==> src/hw/adcss_pkg.sv <==
// shared constants for the scan sequencer link and its host controller
package adcss_pkg;
    // ==========================================================
    // device register addresses on the serial link
    localparam logic [3:0] ADDR_RESULT = 4'h0; // conversion_result, read only
    localparam logic [3:0] ADDR_CONFIG = 4'h1; // converter state, auto-zero
    localparam logic [3:0] ADDR_MODE   = 4'h3; // conversion mode, output format
    localparam logic [3:0] ADDR_INSEL  = 4'h6; // input_select
    localparam logic [3:0] ADDR_SCAN   = 4'h7; // channel_scan_setup
    localparam logic [3:0] ADDR_TIMER  = 4'h8; // inter-cycle interval
    localparam logic [3:0] ADDR_OFSCAL = 4'h9; // offset_correction
    // ==========================================================
    // field positions
    localparam int CFG_STATE_LSB = 0;  // converter state select [1:0]
    localparam int CFG_AZ_BIT    = 2;  // auto_zero_input_swap_en
    localparam int MODE_CONV_LSB = 0;  // conversion_mode_select [1:0]
    localparam int MODE_FMT_LSB  = 2;  // output format select [1:0]
    localparam int SCAN_DLY_LSB  = 20; // intra_cycle_delay [2:0]
    localparam int HDR_RD_BIT    = 7;  // frame header: 1 = read
    localparam int HDR_ADDR_LSB  = 3;  // frame header: address [3:0]
    localparam int FRAME_BITS    = 32; // header byte plus 24 data bits
    localparam int HDR_BITS      = 8;
    // ==========================================================
    // reset values and codes
    localparam logic [7:0]  INSEL_RST = 8'h01;
    localparam logic [23:0] REG_RST   = 24'h000000;
    localparam logic [1:0]  STATE_RUN = 2'h3; // converting
    localparam logic [1:0]  STATE_STB = 2'h2; // standby
    localparam logic [1:0]  STATE_OFF = 2'h0; // converter shutdown
    localparam logic [1:0]  MODE_CONT = 2'h3; // repeating
    localparam logic [1:0]  FMT_TAG   = 2'h3; // channel tag in result
    localparam logic [1:0]  GAIN_PROG = 2'h0; // programmed gain applies
    localparam logic [1:0]  GAIN_1X   = 2'h1;
    localparam logic [1:0]  GAIN_033X = 2'h2;
    // ==========================================================
    // forced multiplexer codes of the differential pair and internal resource channels
    localparam logic [7:0] MUX_OFFSET = 8'h88;
    localparam logic [7:0] MUX_VCM    = 8'hF8;
    localparam logic [7:0] MUX_AVDD   = 8'h98;
    localparam logic [7:0] MUX_TEMP   = 8'hDE;
    localparam logic [7:0] MUX_PAIR_D = 8'h67;
    localparam logic [7:0] MUX_PAIR_C = 8'h45;
    localparam logic [7:0] MUX_PAIR_B = 8'h23;
    localparam logic [7:0] MUX_PAIR_A = 8'h01;
    localparam logic [3:0] MUX_SE_LO  = 4'h8; // low nibble of single-ended code
    localparam logic [23:0] DLY_BASE  = 24'h000008; // modulator periods, code 001
    // ==========================================================
    // timing
    localparam int CLK_PERIOD_NS = 50;
    localparam int SCK_HALF_NS   = 250; // least half period of the link clock
    localparam int SCK_HALF_CYC  = (SCK_HALF_NS + CLK_PERIOD_NS - 1) / CLK_PERIOD_NS;
    // ==========================================================
    // host controller register offsets (APB byte addresses)
    localparam logic [7:0] HOST_CMD   = 8'h00;
    localparam logic [7:0] HOST_STAT  = 8'h04;
    localparam logic [7:0] HOST_RDATA = 8'h08;
    localparam int CMD_RD_BIT    = 31;
    localparam int CMD_ADDR_LSB  = 24;
    localparam int STAT_BUSY_BIT = 0;
    localparam int STAT_DRDY_BIT = 1;
endpackage

==> src/hw/adcss_link_if.sv <==
// serial link between the scan sequencer and its host controller
`timescale 1ns/1ps
`default_nettype none
interface adcss_link_if;
    logic sck;  // link clock, made by the host, idle low
    logic cs_n; // frame select, active low
    logic mosi; // host to device data
    logic miso; // device to host data
    logic drdy; // data ready level, high until result read
    modport dev  (input sck, cs_n, mosi, output miso, drdy);
    modport host (output sck, cs_n, mosi, input miso, drdy);
endinterface
`default_nettype wire

==> src/hw/adcss_dev.sv <==
// scan sequencer device end: serial register slave and conversion sequencer
//
// Contract
// - scan conversions are one-shot except in mode 11
// - conversion lasts one or two conversion times
// - modes 00/01/10 run one cycle, then stop
// - mode 11 repeats cycles with interval between
// - mode writes never reset running conversion
// - host changes mode just after data ready
// - scanning ignores input_select register
// - each finished conversion: data ready, result update
// - host reads result before next overwrite
// - nonzero mask scans, zero mask single-input
// - scan starts when host writes state 11
// - state stays 11 until scan ends
// - enabled channels only, bit 15 first
// - format 11 puts tag in top bits
// - tag is bit index; fixed mux codes
// - forced gain for supply, temp, common-mode
// - absent channel mask bits ignore writes
// - offset channel shorts input; host corrects
// - intra-cycle delay from scan bits 22:20
// - delay 0 or 8 shl (code-1) periods
// - 24-bit interval counter between cycles
// - delay holds standby, state reads 11
`timescale 1ns/1ps
`default_nettype none
module adcss_dev
    import adcss_pkg::*;
#(
    parameter logic [7:0]  MCLK_DIV  = 8'h04,     // clk cycles per modulator period
    parameter logic [22:0] CONV_MCLK = 23'h000040, // conversion_time, modulator periods
    parameter logic [15:0] IMPL_MASK = 16'hFFFF   // channels present in this variant
) (
    input  wire logic        clk,         // system clock
    input  wire logic        rst,         // synchronous reset, high
    adcss_link_if.dev        link,        // serial link to the host
    input  wire logic [15:0] conv_sample, // converted value from the filter
    output logic      [7:0]  mux_code,    // multiplexer code in force
    output logic      [1:0]  gain_sel,    // gain override code
    output logic             conv_active  // converter running a conversion
);
    typedef enum logic [1:0] {SQ_IDLE, SQ_CONV, SQ_DLY, SQ_TIMER} adcss_seq_type;

    typedef struct packed {
        logic [2:0]    sck_s;  // link clock synchroniser
        logic [2:0]    cs_s;   // select synchroniser
        logic [2:0]    mosi_s; // data synchroniser
        logic          sck_l;  // filtered link clock level
        logic          cs_l;   // filtered select level
        logic [5:0]    bits;   // bits taken in this frame
        logic [31:0]   rx;     // incoming frame
        logic [23:0]   tx;     // outgoing read data
        logic [1:0]    state;  // converter state select
        logic          az;     // auto_zero_input_swap_en
        logic [1:0]    mode;   // conversion_mode_select
        logic [1:0]    fmt;    // output format select
        logic [7:0]    insel;  // input_select
        logic [23:0]   scan;   // channel_scan_setup
        logic [23:0]   timer;  // inter-cycle interval
        logic [23:0]   ofscal; // offset_correction, kept for the host
        logic [23:0]   result; // conversion_result
        logic          drdy;   // data ready level
        adcss_seq_type seq;    // sequencer state
        logic [3:0]    ch;     // scanned channel
        logic [23:0]   cnt;    // modulator period countdown
        logic [7:0]    div;    // modulator divider
        logic [7:0]    code;   // multiplexer code out
        logic [1:0]    gain;   // gain override out
    } adcss_dev_type;

    adcss_dev_type q; // registered state
    adcss_dev_type n; // next state

    localparam logic [23:0] SCAN_WMASK = {4'h7, 4'h0, IMPL_MASK};

    // highest enabled channel strictly below lim; bit 4 flags a find
    function automatic logic [4:0] next_ch(input logic [15:0] m, input logic [4:0] lim);
        logic [4:0] r;
        r = 5'h00;
        for (int i = 0; i < 16; i++) begin
            if (m[i] && (5'(i) < lim)) begin
                r = {1'b1, 4'(i)}; // later hit is higher priority
            end
        end
        return r;
    endfunction

    // multiplexer code forced for a scanned channel
    function automatic logic [7:0] ch_code(input logic [3:0] c);
        case (c)
            4'hF:    ch_code = MUX_OFFSET; // input shorted to ground
            4'hE:    ch_code = MUX_VCM;
            4'hD:    ch_code = MUX_AVDD;
            4'hC:    ch_code = MUX_TEMP;
            4'hB:    ch_code = MUX_PAIR_D;
            4'hA:    ch_code = MUX_PAIR_C;
            4'h9:    ch_code = MUX_PAIR_B;
            4'h8:    ch_code = MUX_PAIR_A;
            default: ch_code = {c, MUX_SE_LO}; // single-ended k*16+8
        endcase
    endfunction

    // gain forced for the supply, temperature and common-mode channels
    function automatic logic [1:0] ch_gain(input logic [3:0] c);
        case (c)
            4'hD:      ch_gain = GAIN_033X;
            4'hE, 4'hC: ch_gain = GAIN_1X;
            default:   ch_gain = GAIN_PROG;
        endcase
    endfunction

    // settling delay in modulator periods
    function automatic logic [23:0] dly_len(input logic [2:0] d);
        dly_len = (d == 3'h0) ? 24'h000000 : (DLY_BASE << (d - 3'h1));
    endfunction

    logic        scanning;  // any mask bit set
    logic [23:0] conv_len;  // length of one conversion
    logic        sck_new;   // agreed link clock level
    logic        cs_new;    // agreed select level
    logic        rise;      // link clock rising
    logic        fall;      // link clock falling
    logic        wr_done;   // frame complete, write decoded
    logic [3:0]  addr;      // frame address
    logic [23:0] wdat;      // frame write data
    logic [4:0]  nxt;       // next channel search result
    logic [4:0]  first;     // first channel of a cycle
    logic [23:0] rdat;      // read data mux

    // ==========================================================
    // next-state logic
    always_comb begin
        n = q;
        scanning = |q.scan[15:0];
        conv_len = q.az ? {CONV_MCLK, 1'b0} : {1'b0, CONV_MCLK};
        nxt      = next_ch(q.scan[15:0], {1'b0, q.ch});
        first    = next_ch(q.scan[15:0], 5'h10);
        // synchronisers: a change counts when stages two and three agree
        n.sck_s  = {q.sck_s[1:0], link.sck};
        n.cs_s   = {q.cs_s[1:0], link.cs_n};
        n.mosi_s = {q.mosi_s[1:0], link.mosi};
        sck_new  = (q.sck_s[1] == q.sck_s[2]) ? q.sck_s[2] : q.sck_l;
        cs_new   = (q.cs_s[1] == q.cs_s[2]) ? q.cs_s[2] : q.cs_l;
        n.sck_l  = sck_new;
        n.cs_l   = cs_new;
        rise     = !cs_new && sck_new && !q.sck_l;
        fall     = !cs_new && !sck_new && q.sck_l;
        addr     = q.rx[HDR_ADDR_LSB - 1 +: 4]; // last header bit not yet shifted in
        wdat     = {q.rx[22:0], q.mosi_s[2]};
        wr_done  = 1'b0;
        case (addr)
            ADDR_RESULT: rdat = q.result;
            ADDR_CONFIG: rdat = 24'({q.az, q.state});
            ADDR_MODE:   rdat = 24'({q.fmt, q.mode});
            ADDR_INSEL:  rdat = {16'h0000, q.insel};
            ADDR_SCAN:   rdat = q.scan;
            ADDR_TIMER:  rdat = q.timer;
            ADDR_OFSCAL: rdat = q.ofscal;
            default:     rdat = 24'h000000; // unmapped reads zero
        endcase
        // ======================================================
        // serial slave: sample on rise, shift out on fall
        if (cs_new) begin
            n.bits = 6'h00; // frame over, realign
        end else if (rise) begin
            n.rx   = {q.rx[30:0], q.mosi_s[2]};
            n.bits = q.bits + 6'h01;
            if (q.bits == 6'(HDR_BITS - 1)) begin
                n.tx = rdat; // header done, load read data
                if (q.mosi_s[2] == 1'b0 && q.rx[HDR_RD_BIT - 1] && addr == ADDR_RESULT) begin
                    n.drdy = 1'b0; // result fetched, drop data ready
                end
            end
            if (q.bits == 6'(FRAME_BITS - 1) && !q.rx[HDR_RD_BIT + 24 - 1]) begin
                wr_done = 1'b1;
            end
        end else if (fall && q.bits > 6'(HDR_BITS)) begin
            n.tx = {q.tx[22:0], 1'b0};
        end
        // ======================================================
        // register writes; the address sits 24 bits up by now
        addr = q.rx[HDR_ADDR_LSB + 23 +: 4];
        if (wr_done) begin
            case (addr)
                ADDR_MODE: begin
                    n.mode = wdat[MODE_CONV_LSB +: 2]; // no restart
                    n.fmt  = wdat[MODE_FMT_LSB +: 2];
                end
                ADDR_INSEL:  n.insel  = wdat[7:0];
                ADDR_SCAN:   n.scan   = wdat & SCAN_WMASK;
                ADDR_TIMER:  n.timer  = wdat;
                ADDR_OFSCAL: n.ofscal = wdat;
                ADDR_CONFIG: begin
                    n.az    = wdat[CFG_AZ_BIT];
                    n.state = wdat[CFG_STATE_LSB +: 2];
                    n.seq   = SQ_IDLE; // other states abort
                    if (wdat[CFG_STATE_LSB +: 2] == STATE_RUN) begin
                        n.seq  = SQ_CONV;
                        n.cnt  = wdat[CFG_AZ_BIT] ? {CONV_MCLK, 1'b0} : {1'b0, CONV_MCLK};
                        n.ch   = first[3:0];
                        n.code = scanning ? ch_code(first[3:0]) : q.insel;
                        n.gain = scanning ? ch_gain(first[3:0]) : GAIN_PROG;
                    end
                end
                default: ; // read-only or unmapped: ignored
            endcase
        end
        // ======================================================
        // modulator clock enable
        n.div = (q.div == MCLK_DIV - 8'h01) ? 8'h00 : q.div + 8'h01;
        // ======================================================
        // sequencer, advances once per modulator period, skipping any period that ends as a write completes
        if (q.div == MCLK_DIV - 8'h01 && !wr_done) begin
            case (q.seq)
                SQ_CONV: begin
                    if (q.cnt > 24'h000001) begin
                        n.cnt = q.cnt - 24'h000001;
                    end else begin
                        n.drdy   = 1'b1;
                        n.result = (q.fmt == FMT_TAG && scanning) ?
                                   {q.ch, 4'h0, conv_sample} :
                                   {8'h00, conv_sample};
                        n.cnt    = conv_len;
                        if (scanning && nxt[4]) begin
                            n.ch   = nxt[3:0];
                            n.code = ch_code(nxt[3:0]); // switch at delay start
                            n.gain = ch_gain(nxt[3:0]);
                            n.cnt  = dly_len(q.scan[SCAN_DLY_LSB +: 3]);
                            n.seq  = (n.cnt == 24'h000000) ? SQ_CONV : SQ_DLY;
                            if (n.cnt == 24'h000000) begin
                                n.cnt = conv_len;
                            end
                        end else if (q.mode == MODE_CONT) begin
                            n.ch   = first[3:0];
                            n.code = scanning ? ch_code(first[3:0]) : q.insel;
                            n.gain = scanning ? ch_gain(first[3:0]) : GAIN_PROG;
                            n.seq  = (scanning && q.timer != 24'h000000) ? SQ_TIMER
                                                                         : SQ_CONV;
                            if (scanning && q.timer != 24'h000000) begin
                                n.cnt = q.timer;
                            end
                        end else begin
                            n.seq   = SQ_IDLE;
                            n.state = q.mode[1] ? STATE_STB : STATE_OFF;
                        end
                    end
                end
                SQ_DLY, SQ_TIMER: begin // converter idle, state still reads 11
                    if (q.cnt > 24'h000001) begin
                        n.cnt = q.cnt - 24'h000001;
                    end else begin
                        n.seq = SQ_CONV;
                        n.cnt = conv_len;
                    end
                end
                default: ; // idle waits for a start write
            endcase
        end
    end

    // ==========================================================
    // state register
    always_ff @(posedge clk) begin
        if (rst) begin
            q       <= '0;
            q.sck_l <= 1'b0;
            q.cs_l  <= 1'b1;          // frame select idles high
            q.cs_s  <= 3'h7;
            q.insel <= INSEL_RST;
            q.scan  <= REG_RST;       // single-input mode at start
            q.seq   <= SQ_IDLE;
        end else begin
            q <= n;
        end
    end

    // ==========================================================
    // outputs
    assign link.miso   = q.tx[23];
    assign link.drdy   = q.drdy;
    assign mux_code    = q.code;
    assign gain_sel    = q.gain;
    assign conv_active = (q.seq == SQ_CONV);
endmodule
`default_nettype wire

==> src/flat_wrapper.sv <==
// flat-port wrapper written by rule: the top's interface ports become plain ports
module adcss_dev_flat import adcss_pkg::*;
#(
    parameter logic [7:0]  MCLK_DIV  = 8'h04,                                       
    parameter logic [22:0] CONV_MCLK = 23'h000040,                                      
    parameter logic [15:0] IMPL_MASK = 16'hFFFF                                      
)
  (clk, rst, conv_sample, mux_code, gain_sel, conv_active, link_sck, link_cs_n, link_mosi, link_miso, link_drdy);
  adcss_link_if link_i ();
  input  wire logic clk;
  input  wire logic rst;
  input  wire logic [15:0] conv_sample;
  output logic      [7:0] mux_code;
  output logic      [1:0] gain_sel;
  output logic conv_active;
  input wire logic [$bits(link_i.sck)-1:0] link_sck;
  input wire logic [$bits(link_i.cs_n)-1:0] link_cs_n;
  input wire logic [$bits(link_i.mosi)-1:0] link_mosi;
  output wire logic [$bits(link_i.miso)-1:0] link_miso;
  output wire logic [$bits(link_i.drdy)-1:0] link_drdy;
  assign link_i.sck = link_sck;
  assign link_i.cs_n = link_cs_n;
  assign link_i.mosi = link_mosi;
  assign link_miso = link_i.miso;
  assign link_drdy = link_i.drdy;
  adcss_dev #(.MCLK_DIV(MCLK_DIV), .CONV_MCLK(CONV_MCLK), .IMPL_MASK(IMPL_MASK)) u_core (.clk(clk), .rst(rst), .link(link_i), .conv_sample(conv_sample), .mux_code(mux_code), .gain_sel(gain_sel), .conv_active(conv_active));
endmodule
==> config.mk <==
export PLATFORM = sky130hd
export DESIGN_NAME = adcss_dev_flat
export DESIGN_NICKNAME = d
export VERILOG_FILES = /design/src/hw/adcss_pkg.sv /design/src/hw/adcss_link_if.sv /design/src/hw/adcss_dev.sv /design/src/flat_wrapper.sv
export SDC_FILE = /design/constraint.sdc
export NUM_CORES = 1
export LEC_CHECK = 0
export BUFFER_PORTS_ARGS = -buffer_cell sky130_fd_sc_hd__buf_4
export CAP_MARGIN = 20
export CORE_MARGIN = 8
export CORE_UTILIZATION = 40
export DETAILED_ROUTE_END_ITERATION = 8
export PLACE_DENSITY = 0.52
export SETUP_SLACK_MARGIN = 0.05
export SLEW_MARGIN = 10
export SYNTH_ARGS = -nofsm -noshare
export SYNTH_HDL_FRONTEND = slang
export SYNTH_SLANG_ARGS = --single-unit
==> constraint.sdc <==
create_clock -name clk -period 4.4 [get_ports clk]
set_clock_uncertainty 0.2 [all_clocks]
set_input_delay 0.22 -clock clk [delete_from_list [all_inputs] [get_ports clk]]
set_output_delay 0.22 -clock clk [all_outputs]
set_load 0.1 [all_outputs]
==> results of run 1 <==
==> metrics by stage <==
step           total power, uW  instance area (um^2)  cells  utilization  worst slack, ps
6_report                  4353                 12250   1779       0.4595            879.8
5_1_grt                   4490                 12250   1779       0.4595            640.1
4_1_cts                   4391                 12210   1776       0.4580            898.8
3_5_place_dp              2235                 11180   1711       0.4193            929.2
3_3_place_gp              2235                 11180   1711       0.4193            964.4
2_1_floorplan             2188                 10720   1427            -            925.7
==> cells in the final DEF, fill, tap and decap left out, drive strengths merged, types with 11 or more instances in the layout <==
master	netlist	layout
nand3	20	20
a211oi	29	29
nor4	26	26
inv	14	14
a31oi	11	11
nor2	92	92
mux2i	11	11
dlygate4sd3	0	19
clkbuf	106	37
dfxtp	223	223
nor2b	13	13
o21ai	49	49
nor3	28	28
nand2	327	327
a22oi	41	41
xor2	12	12
a21oi	224	224
buf	18	70
o211ai	15	15
==> cells in the mapped netlist, types with 3 or more instances <==
master | n | area (um^2)
a222oi_1 | 7 | 70.07
inv_1 | 14 | 52.55
or2_2 | 10 | 62.56
and2_1 | 7 | 43.79
buf_1 | 6 | 22.52
and4_1 | 3 | 26.28
mux2_2 | 3 | 33.78
o21bai_1 | 3 | 22.52
nor2b_1 | 13 | 81.33
or3_1 | 6 | 37.54
mux2i_1 | 11 | 110.1
dfxtp_1 | 223 | 4464
nand4_1 | 10 | 62.56
nor3b_1 | 4 | 30.03
nand3_1 | 20 | 100.1
o31a_1 | 4 | 35.03
nand4b_1 | 3 | 26.28
or4_1 | 7 | 52.55
nor4_1 | 25 | 156.4
buf_4 | 10 | 75.07
o21a_1 | 8 | 60.06
a221oi_1 | 7 | 61.31
a211oi_1 | 29 | 217.7
nand2b_1 | 6 | 37.54
a22oi_1 | 41 | 307.8
o22ai_1 | 9 | 56.30
ha_1 | 5 | 62.56
a21oi_1 | 224 | 1121
o31ai_1 | 6 | 45.04
o41ai_1 | 4 | 35.03
o2bb2ai_1 | 3 | 26.28
nand3b_1 | 6 | 45.04
nor3_1 | 28 | 140.1
xnor2_1 | 10 | 87.58
nor2_1 | 92 | 345.3
clkbuf_1 | 106 | 397.9
nand2_1 | 327 | 1227
and3_1 | 9 | 56.30
a31oi_1 | 11 | 68.82
o21ai_0 | 47 | 235.2
xor2_1 | 12 | 105.1
o211ai_1 | 15 | 112.6
==> sequential cells by signal, summed over array words and instances, names as in the netlist <==
signal,flops
u_core.link.miso,1
u_core.q,201
u_core.mux_code,8
u_core.addr,4
u_core.gain_sel,2
u_core.link.drdy,1
u_core.n,6
==> cell type report <==
class | instances | area share
multi-input cells | 1066 | 0.4675
flip-flops and latches | 223 | 0.3645
repair buffers | 89 | 0.06018
clock buffers | 37 | 0.05977
well taps | 341 | 0.03484
clock inverters | 9 | 0.008888
inverters | 14 | 0.004291
==> where the power goes <==
group / internal (uW) / total, uW / switching (uW)
logic: 65.3 / 168 / 103
registers: 2030 / 2040 / 7.56
clock network: 1270 / 2150 / 877
total: 3370 / 4350 / 988
==> final timing paths <==
| check | endpoint | cells after the start |
|---|---|---|
| setup / recovery | u_core.mux_code[5] | 9 |
| hold / removal | u_core.q[226] | 2 |
| setup reg to reg | u_core.mux_code[5] | 9 |
| hold reg to reg | u_core.n[229] | 1 |
==> cells by family (layout without fill, tap and decap cells) <==
group | Yosys count | count (layout) | share of synthesized area
fa+ha+maj | 6 | 6 | 0.006769
simple gates | 586 | 586 | 0.2460
mux | 14 | 14 | 0.01342
flops | 223 | 223 | 0.4164
xor+xnor | 22 | 22 | 0.01797
compound gates | 438 | 438 | 0.2468
buf+inv | 138 | 149 | 0.05263
==> per-layer routing <==
| layer | global-route usage | vias up | wire [um] |
|---|---|---|---|
| met5 | 0 | - | 0 |
| met4 | 0.05502 | 0 | 768 |
| met3 | 0.03105 | 48 | 2219 |
| met2 | 0.3213 | 326 | 15410 |
| met1 | 0.2956 | 4977 | 16820 |
| li1 | - | 5030 | - |
==> run metrics, run 1 <==
register area share after synthesis=0.4164; CP max stage cell=or4_1; Final setup viols=0; Top Family by Delay on Critical Path=simple AND/OR/NAND/NOR gates; Filler cells=2675; syn nets=1453; post-DR wirelength/cell=19.80 um; first-pass GRT wire length=54860 um; drt pass-1 iters=5; flop2flop setup slack=880 ps; CP max stage delay=630 ps; commonest register cell after synthesis=dfxtp_1; max-cap violations=0; Multi-input gate area=5725 um^2; Starting Density=0.4023; Rel. slew slack=0.3342; Final Routed Wirelength=35220 um; Power Density=355.5 nW/um^2; CP Launch Type=flip-flop; CP required=4610 ps; WP buf/inv=2; HPWL after DPL=23740 um; CTS clk-pin slew, worst paths=60 ps; reg-to-reg startpoint=u_core.q[29]; final net count=1446; synth unique cells=68; Inserted Clock Buffers=26; Vias=10380; syn_area_per_cell=7.513 um^2; H-tree levels=1; pins over their slew limit=0; number of buffers on the longest clock path=3; unrepaired setup endpoints after global routing=false; crit-path cells=or4_4 > or4_1 > nor4_1 > buf_4 > nand3_1 > buf_4 > a41o_1 > nand4b_1 > o211ai_1; CP Max Fanout=26; CP most frequent cell=buf_4; CTS Hold Buffers Added=19; TritonCTS clock tree=built; post_cts resized=0; HP Start=rst; final RePlAce weighted congestion=0.8899; Arr. time, crit path=3730 ps; final hold vios=0; DIE AREA=32300 um^2; Post-Synthesis Cell Area=10720 um^2; final setup TNS=0 ps; # port buffers=33; Area growth, synth to finish=14.23%; period utilization=0.8000; antenna-violating nets left=0; worst skew pair latency=540 ps; share of cells above drive strength 1=0.09318; Synth async-reset ratio=0; Syn Inst Count=1427; Leakage=0.004071 uW; initial antenna violation count=0; status=finished clean; Crit. End Element=flip-flop; Final min period=3520 ps; gr usage total=0.2073; Root Buffer=clkbuf_16; DRC viols=0; core area=26650 um^2; Hold Path Class=primary input to flip-flop; Cell Rows=60; WS Path Type=flip-flop to flip-flop; CTS sink count=223; Ant. Diodes=0; number of global-route vias before repair=9456; Detailed Route Iter0 Violations=935; largest net degree at the start of global routing=98; Min Hold Slack=0.9210 ps; YS warnings=0; post-CTS setup buffers=0; Die Ht=179.7 um; IO Pins=34; FMAX=0.2841 GHz; number of flops mapped to enable cells by yosys=0; via density per instance=5.835; register area=4464 um^2; Slew @ Worst Pin=995.8 ps; peak supply drop=0.2376 mV; Overflow after GRT=0; Die Width=179.7 um; Critical path origin=u_core.q[29]; Synth Register Bits=223
Note: power is estimated with default switching activity, not from simulation.
==> inputs of run 2 (changes only) <==
Settings changed: PLACE_DENSITY 0.52 to 0.54.
Clock period 4.4 ns to 2.9 ns, I/O delays scaled along.
==> run 2 against run 1 <==
Against the previous run:
- final area increased by 6.3%
- clock power rose by 58%
- total power grew 56%
- largest power group unchanged
- critical path depth is 1 lower
- highest routed layer unchanged
- largest cell class unchanged
- setup slack lost 800 ps
- first-iteration DRC count rose by 15%
- critical endpoint is now u_core.q[159]
- cell count is 3.9% higher
- sequential share of layout area down 2.1 points
==> run metrics, run 2 (synthesized netlist as in run 1, its figures left out) <==
period utilization=0.9732; CP required=3150 ps; Cell Rows=60; largest net degree at the start of global routing=86; IO Pins=34; Slew @ Worst Pin=746.0 ps; worst skew pair latency=530 ps; final RePlAce weighted congestion=0.9075; CP Launch Type=flip-flop; peak supply drop=0.4293 mV; HPWL after DPL=24500 um; Crit. End Element=flip-flop; Overflow after GRT=0; GRT met2 Usage=0.3295; core area=26650 um^2; H-tree levels=1; register bank with the most flops=u_core.q; WS Path Type=flip-flop to flip-flop; Hold Path Class=primary input to flip-flop; CP Max Fanout=14; Root Buffer=clkbuf_16; most common cell after layout, fill and taps aside=nand2_1; pre-CTS WS=73.53 ps; # port buffers=33; met3 usage in global routing=0.03065; Final setup viols=0; gr usage total=0.2089; Final Total Pwr=6780 uW; drt pass-1 iters=6; Ant. Diodes=0; Leakage=0.004497 uW; initial antenna violation count=0; Vias=10480; pins over their slew limit=0; Area growth, synth to finish=21.38%; number of buffers on the longest clock path=3; Final min period=2822 ps; antenna-violating nets left=0; share of cells above drive strength 1=0.1480; Rel. slew slack=0.5027; DIE AREA=32300 um^2; Die Width=179.7 um; via density per instance=5.672; Detailed Route Iter0 Violations=1072; global route hottest layer=met2; CTS clk-pin slew, worst paths=60 ps; status=finished clean; number of global-route vias before repair=9804; first-pass GRT wire length=55390 um; DRC viols=0; final hold vios=0; met1 Use GR=0.2894; max-cap violations=0; max reg flops=201; Die Ht=179.7 um; final net count=1515; Arr. time, crit path=3070 ps; Final Routed Wirelength=35140 um; Worst Setup Slack, final=77.86 ps; CTS sink count=223; post-DR wirelength/cell=19.02 um; most frequent cells in the layout=nand2_1, a21oi_1, dfxtp_1, buf_4, nor2_1; TritonCTS clock tree=built; Starting Density=0.4023; unrepaired setup endpoints after global routing=true; Power Density=521.0 nW/um^2; FMAX=0.3543 GHz; Inserted Clock Buffers=26; Final Util=0.4883
[run 2: changes by cell type in the layout (fill, tap and decap cells not counted), moves of 3 or more]
| cell | before | now |
|---|---|---|
| buf_4 | 66 | 127 |
| clkbuf_1 | 7 | 4 |
| buf_6 | 1 | 4 |
| buf_12 | 1 | 4 |
| clkbuf_8 | 4 | 10 |
| or4_4 | 2 | 6 |
| dlygate4sd3_1 | 19 | 22 |
| or4_1 | 7 | 3 |
[run 2: path summary, 6_finish.rpt]
path,to,start,cells after the start,slack (ps)
min,u_core.n[228],link_cs_n,3,160
max,u_core.q[159],u_core.q[28],8,80
max reg2reg,u_core.q[159],u_core.q[28],8,80
min reg2reg,u_core.n[229],u_core.n[228],1,200
[run 2: layout make-up]
cell class | count | area [um^2]
fillers | 2613 | 13640
clock buffers | 41 | 828.3
multi-input cells | 1066 | 5838
flip-flops and latches | 223 | 4467
clock inverters | 5 | 75.07
well taps | 341 | 426.7
repair buffers | 158 | 1326
inverters | 14 | 52.55
[run 2: where the power goes]
group | internal (uW) | switching, uW | leakage [uW]
logic | 129 | 168 | 0.00225
registers | 3080 | 11.8 | 0.00180
clock network | 2120 | 1270 | 0.000449
[run 2: per-layer routing]
metal / routed length (um) / share of wire / vias to the layer above
met1: 16600 / 0.47 / 4990
met2: 15610 / 0.44 / 275
li1: - / - / 5164
met4: 879 / 0.025 / 0
met5: 0 / 0 / -
met3: 2052 / 0.058 / 52
[run 2: worst max-delay path: stages (launching register included)]
cell	delay (ps)
dfxtp_2	330
or4_4	530
or4_4	450
buf_4	160
nor4_4	320
nand3_2	160
buf_6	180
o31a_1	270
nor3_1	150
[run 2: timing repair]
action / in CTS / in global routing
gates resized for setup: 0 / 24
setup buffers: 0 / 6
hold buffers: 22 / 0
endpoints found under the hold margin: 60 / 0
endpoints found under the setup margin: 0 / 62
[run 2: through the flow]
step	instance area [um^2]	setup TNS (ps)	hold WS [ps]	std cells
final	13010	0	156.5	1848
after CTS	12840	0	125.5	1841
after detailed placement	11720	0	134.0	1773
after floorplan	10770	0	48.81	1427
after global placement	11720	0	133.9	1773
after global routing	13010	-15.37	142.7	1848
==> inputs of run 3 (changes only) <==
Settings changed: CORE_UTILIZATION 40 to 50, GPL_TIMING_DRIVEN from default to 0, PLACE_DENSITY 0.54 to 0.66.
==> run 3 against run 2 <==
Against the previous run:
- the run now ends with setup timing left
- global-route usage up 6.4 points
- cell count fell by 1.2%
- total power is 0.73% higher
- final area is 1.8% higher
- utilization grew 14 points
- sequential cell count did not move
- sequential power barely moved
- clock power is essentially flat
- via count is 7.1% higher
- register-to-register slack worse by 110 ps
==> run metrics, run 3 (synthesized netlist as in run 1, its figures left out) <==
status=complete, but fails checks; failing checks=setup timing; CP Launch Type=flip-flop; Rel. slew slack=0.3317; final RePlAce weighted congestion=0.9930; drt pass-1 iters=6; Final Routed Wirelength=37580 um; number of global-route vias before repair=10290; antenna-violating nets left=0; pins over their slew limit=0; gr usage total=0.2726; Detailed Route Iter0 Violations=1280; Final Util=0.6301; worst skew pair latency=520 ps; FF-to-FF End=u_core.mux_code[4]; CP max stage cell=or4_4; peak supply drop=0.5519 mV; CP Max Fanout=5; Overflow after GRT=0; Slew @ Worst Pin=1002 ps; crit-path cells=or4_4 > or4_4 > buf_6 > nor4_4 > nand3_4 > a41o_4 > buf_8 > nand4b_1 > o211ai_1; register bank with the most flops=u_core.q; Hold Path Sink=u_core.n[228]; Register-to-Register Path Depth=9; share of cells above drive strength 1=0.1574; flop2flop setup slack=-30 ps; HPWL after DPL=26690 um; CP max stage delay=540 ps; WS Path Type=flip-flop to flip-flop; Ant. Diodes=0; most frequent cells in the layout=nand2_1, dfxtp_1, a21oi_1, nor2_1, clkbuf_1; reg-to-reg startpoint=u_core.q[29]; Final Total Pwr=6829 uW; CP most frequent cell=or4_4; Area growth, synth to finish=23.55%; final cell count without fillers=1825; Cell Rows=53; unrepaired setup endpoints after global routing=true; area post-placement=11380 um^2; Top Family by Delay on Critical Path=simple AND/OR/NAND/NOR gates; Leakage=0.004498 uW; number of buffers on the longest clock path=3; Worst path depth=9; post-DR wirelength/cell=20.59 um; most common cell after layout, fill and taps aside=nand2_1; H-tree levels=1; Die Ht=162.4 um; Power Density=515.5 nW/um^2; max-cap violations=0; HP Start=link_cs_n; Crit. End Element=flip-flop; Arr. time, crit path=3120 ps; Vias=11230; Hold Path Class=primary input to flip-flop; Inserted Clock Buffers=25; first-pass GRT wire length=57560 um; hold depth=3; Finished Cell Area=13250 um^2; TritonCTS clock tree=built; Root Buffer=clkbuf_16; DRC viols=0; via density per instance=6.151; CTS clk-pin slew, worst paths=60 ps; max reg flops=201; Final setup viols=3; # port buffers=33; CTS sink count=223; Worst Setup Slack, final=-32.86 ps; Starting Density=0.5100; Die Width=162.4 um; DIE AREA=26390 um^2; CP required=3090 ps; IO Pins=34; initial antenna violation count=0; final net count=1558; Post-Place Cells=1737; core area=21020 um^2; period utilization=1.011; WP buf/inv=2; Final min period=2933 ps; final hold vios=0; largest net degree at the start of global routing=15; FMAX=0.3410 GHz
-- run 3: metrics by stage --
stage	TNS (ps)	hold WS [ps]	setup WS (ps)
finish	-41.61	169.0	-32.86
global route	-1048	166.6	-110.3
CTS	-571.1	167.0	-81.60
detailed placement	-48620	147.7	-771.3
global placement	-45120	132.9	-751.4
floorplan	0	48.81	51.05
-- run 3: worst max-delay path by stage --
| stage | to | start | slack, ps |
|---|---|---|---|
| finish | u_core.mux_code[4] | u_core.q[29] | -30 |
| global route | u_core.mux_code[4] | u_core.q[29] | -110 |
| CTS | u_core.q[33] | u_core.q[29] | -80 |
| global placement | u_core.q[64] | u_core.q[28] | -750 |
| detailed placement | u_core.q[64] | u_core.q[28] | -770 |
| floorplan | u_core.mux_code[5] | u_core.q[28] | 50 |
-- run 3: worst min-delay path, cell delays in order --
cell and delay (ps):
dlygate4sd3_1 520, buf_4 100, or2_2 100
-- run 3: per-layer routing --
| metal | routed length [um] | share of wire | global-route usage |
|---|---|---|---|
| met1 | 16140 | 0.43 | 0.3732 |
| met4 | 1283 | 0.034 | 0.1061 |
| met5 | 0 | 0 | 0 |
| met2 | 16790 | 0.45 | 0.4223 |
| met3 | 3370 | 0.090 | 0.04373 |
-- run 3: area by class of cell --
| type | instances | area [um^2] |
|---|---|---|
| inverters | 14 | 52.55 |
| clock buffers | 32 | 701.9 |
| flip-flops and latches | 223 | 4471 |
| multi-input cells | 1066 | 6183 |
| plain buffers | 118 | 578.1 |
| fillers | 1924 | 7775 |
| repair buffers | 84 | 742.0 |
| clock inverters | 13 | 173.9 |
| well taps | 275 | 344.1 |
-- run 3: report_power, final --
part	internal, uW	switching, uW	total [uW]	leakage [uW]
combinational	147	208	354	0.00227
sequential	3080	12.5	3090	0.00180
clock	2060	1320	3390	0.000431
total	5290	1540	6830	0.00450
-- run 3: what timing repair did --
action                                  4_1_cts  5_1_grt
gates resized for setup                      56      116
pin swaps                                    16       27
buffers inserted                             16       12
endpoints found under the setup margin      131      132
cloned                                        0        2
hold buffers                                 20        0
endpoints found under the hold margin        22        0
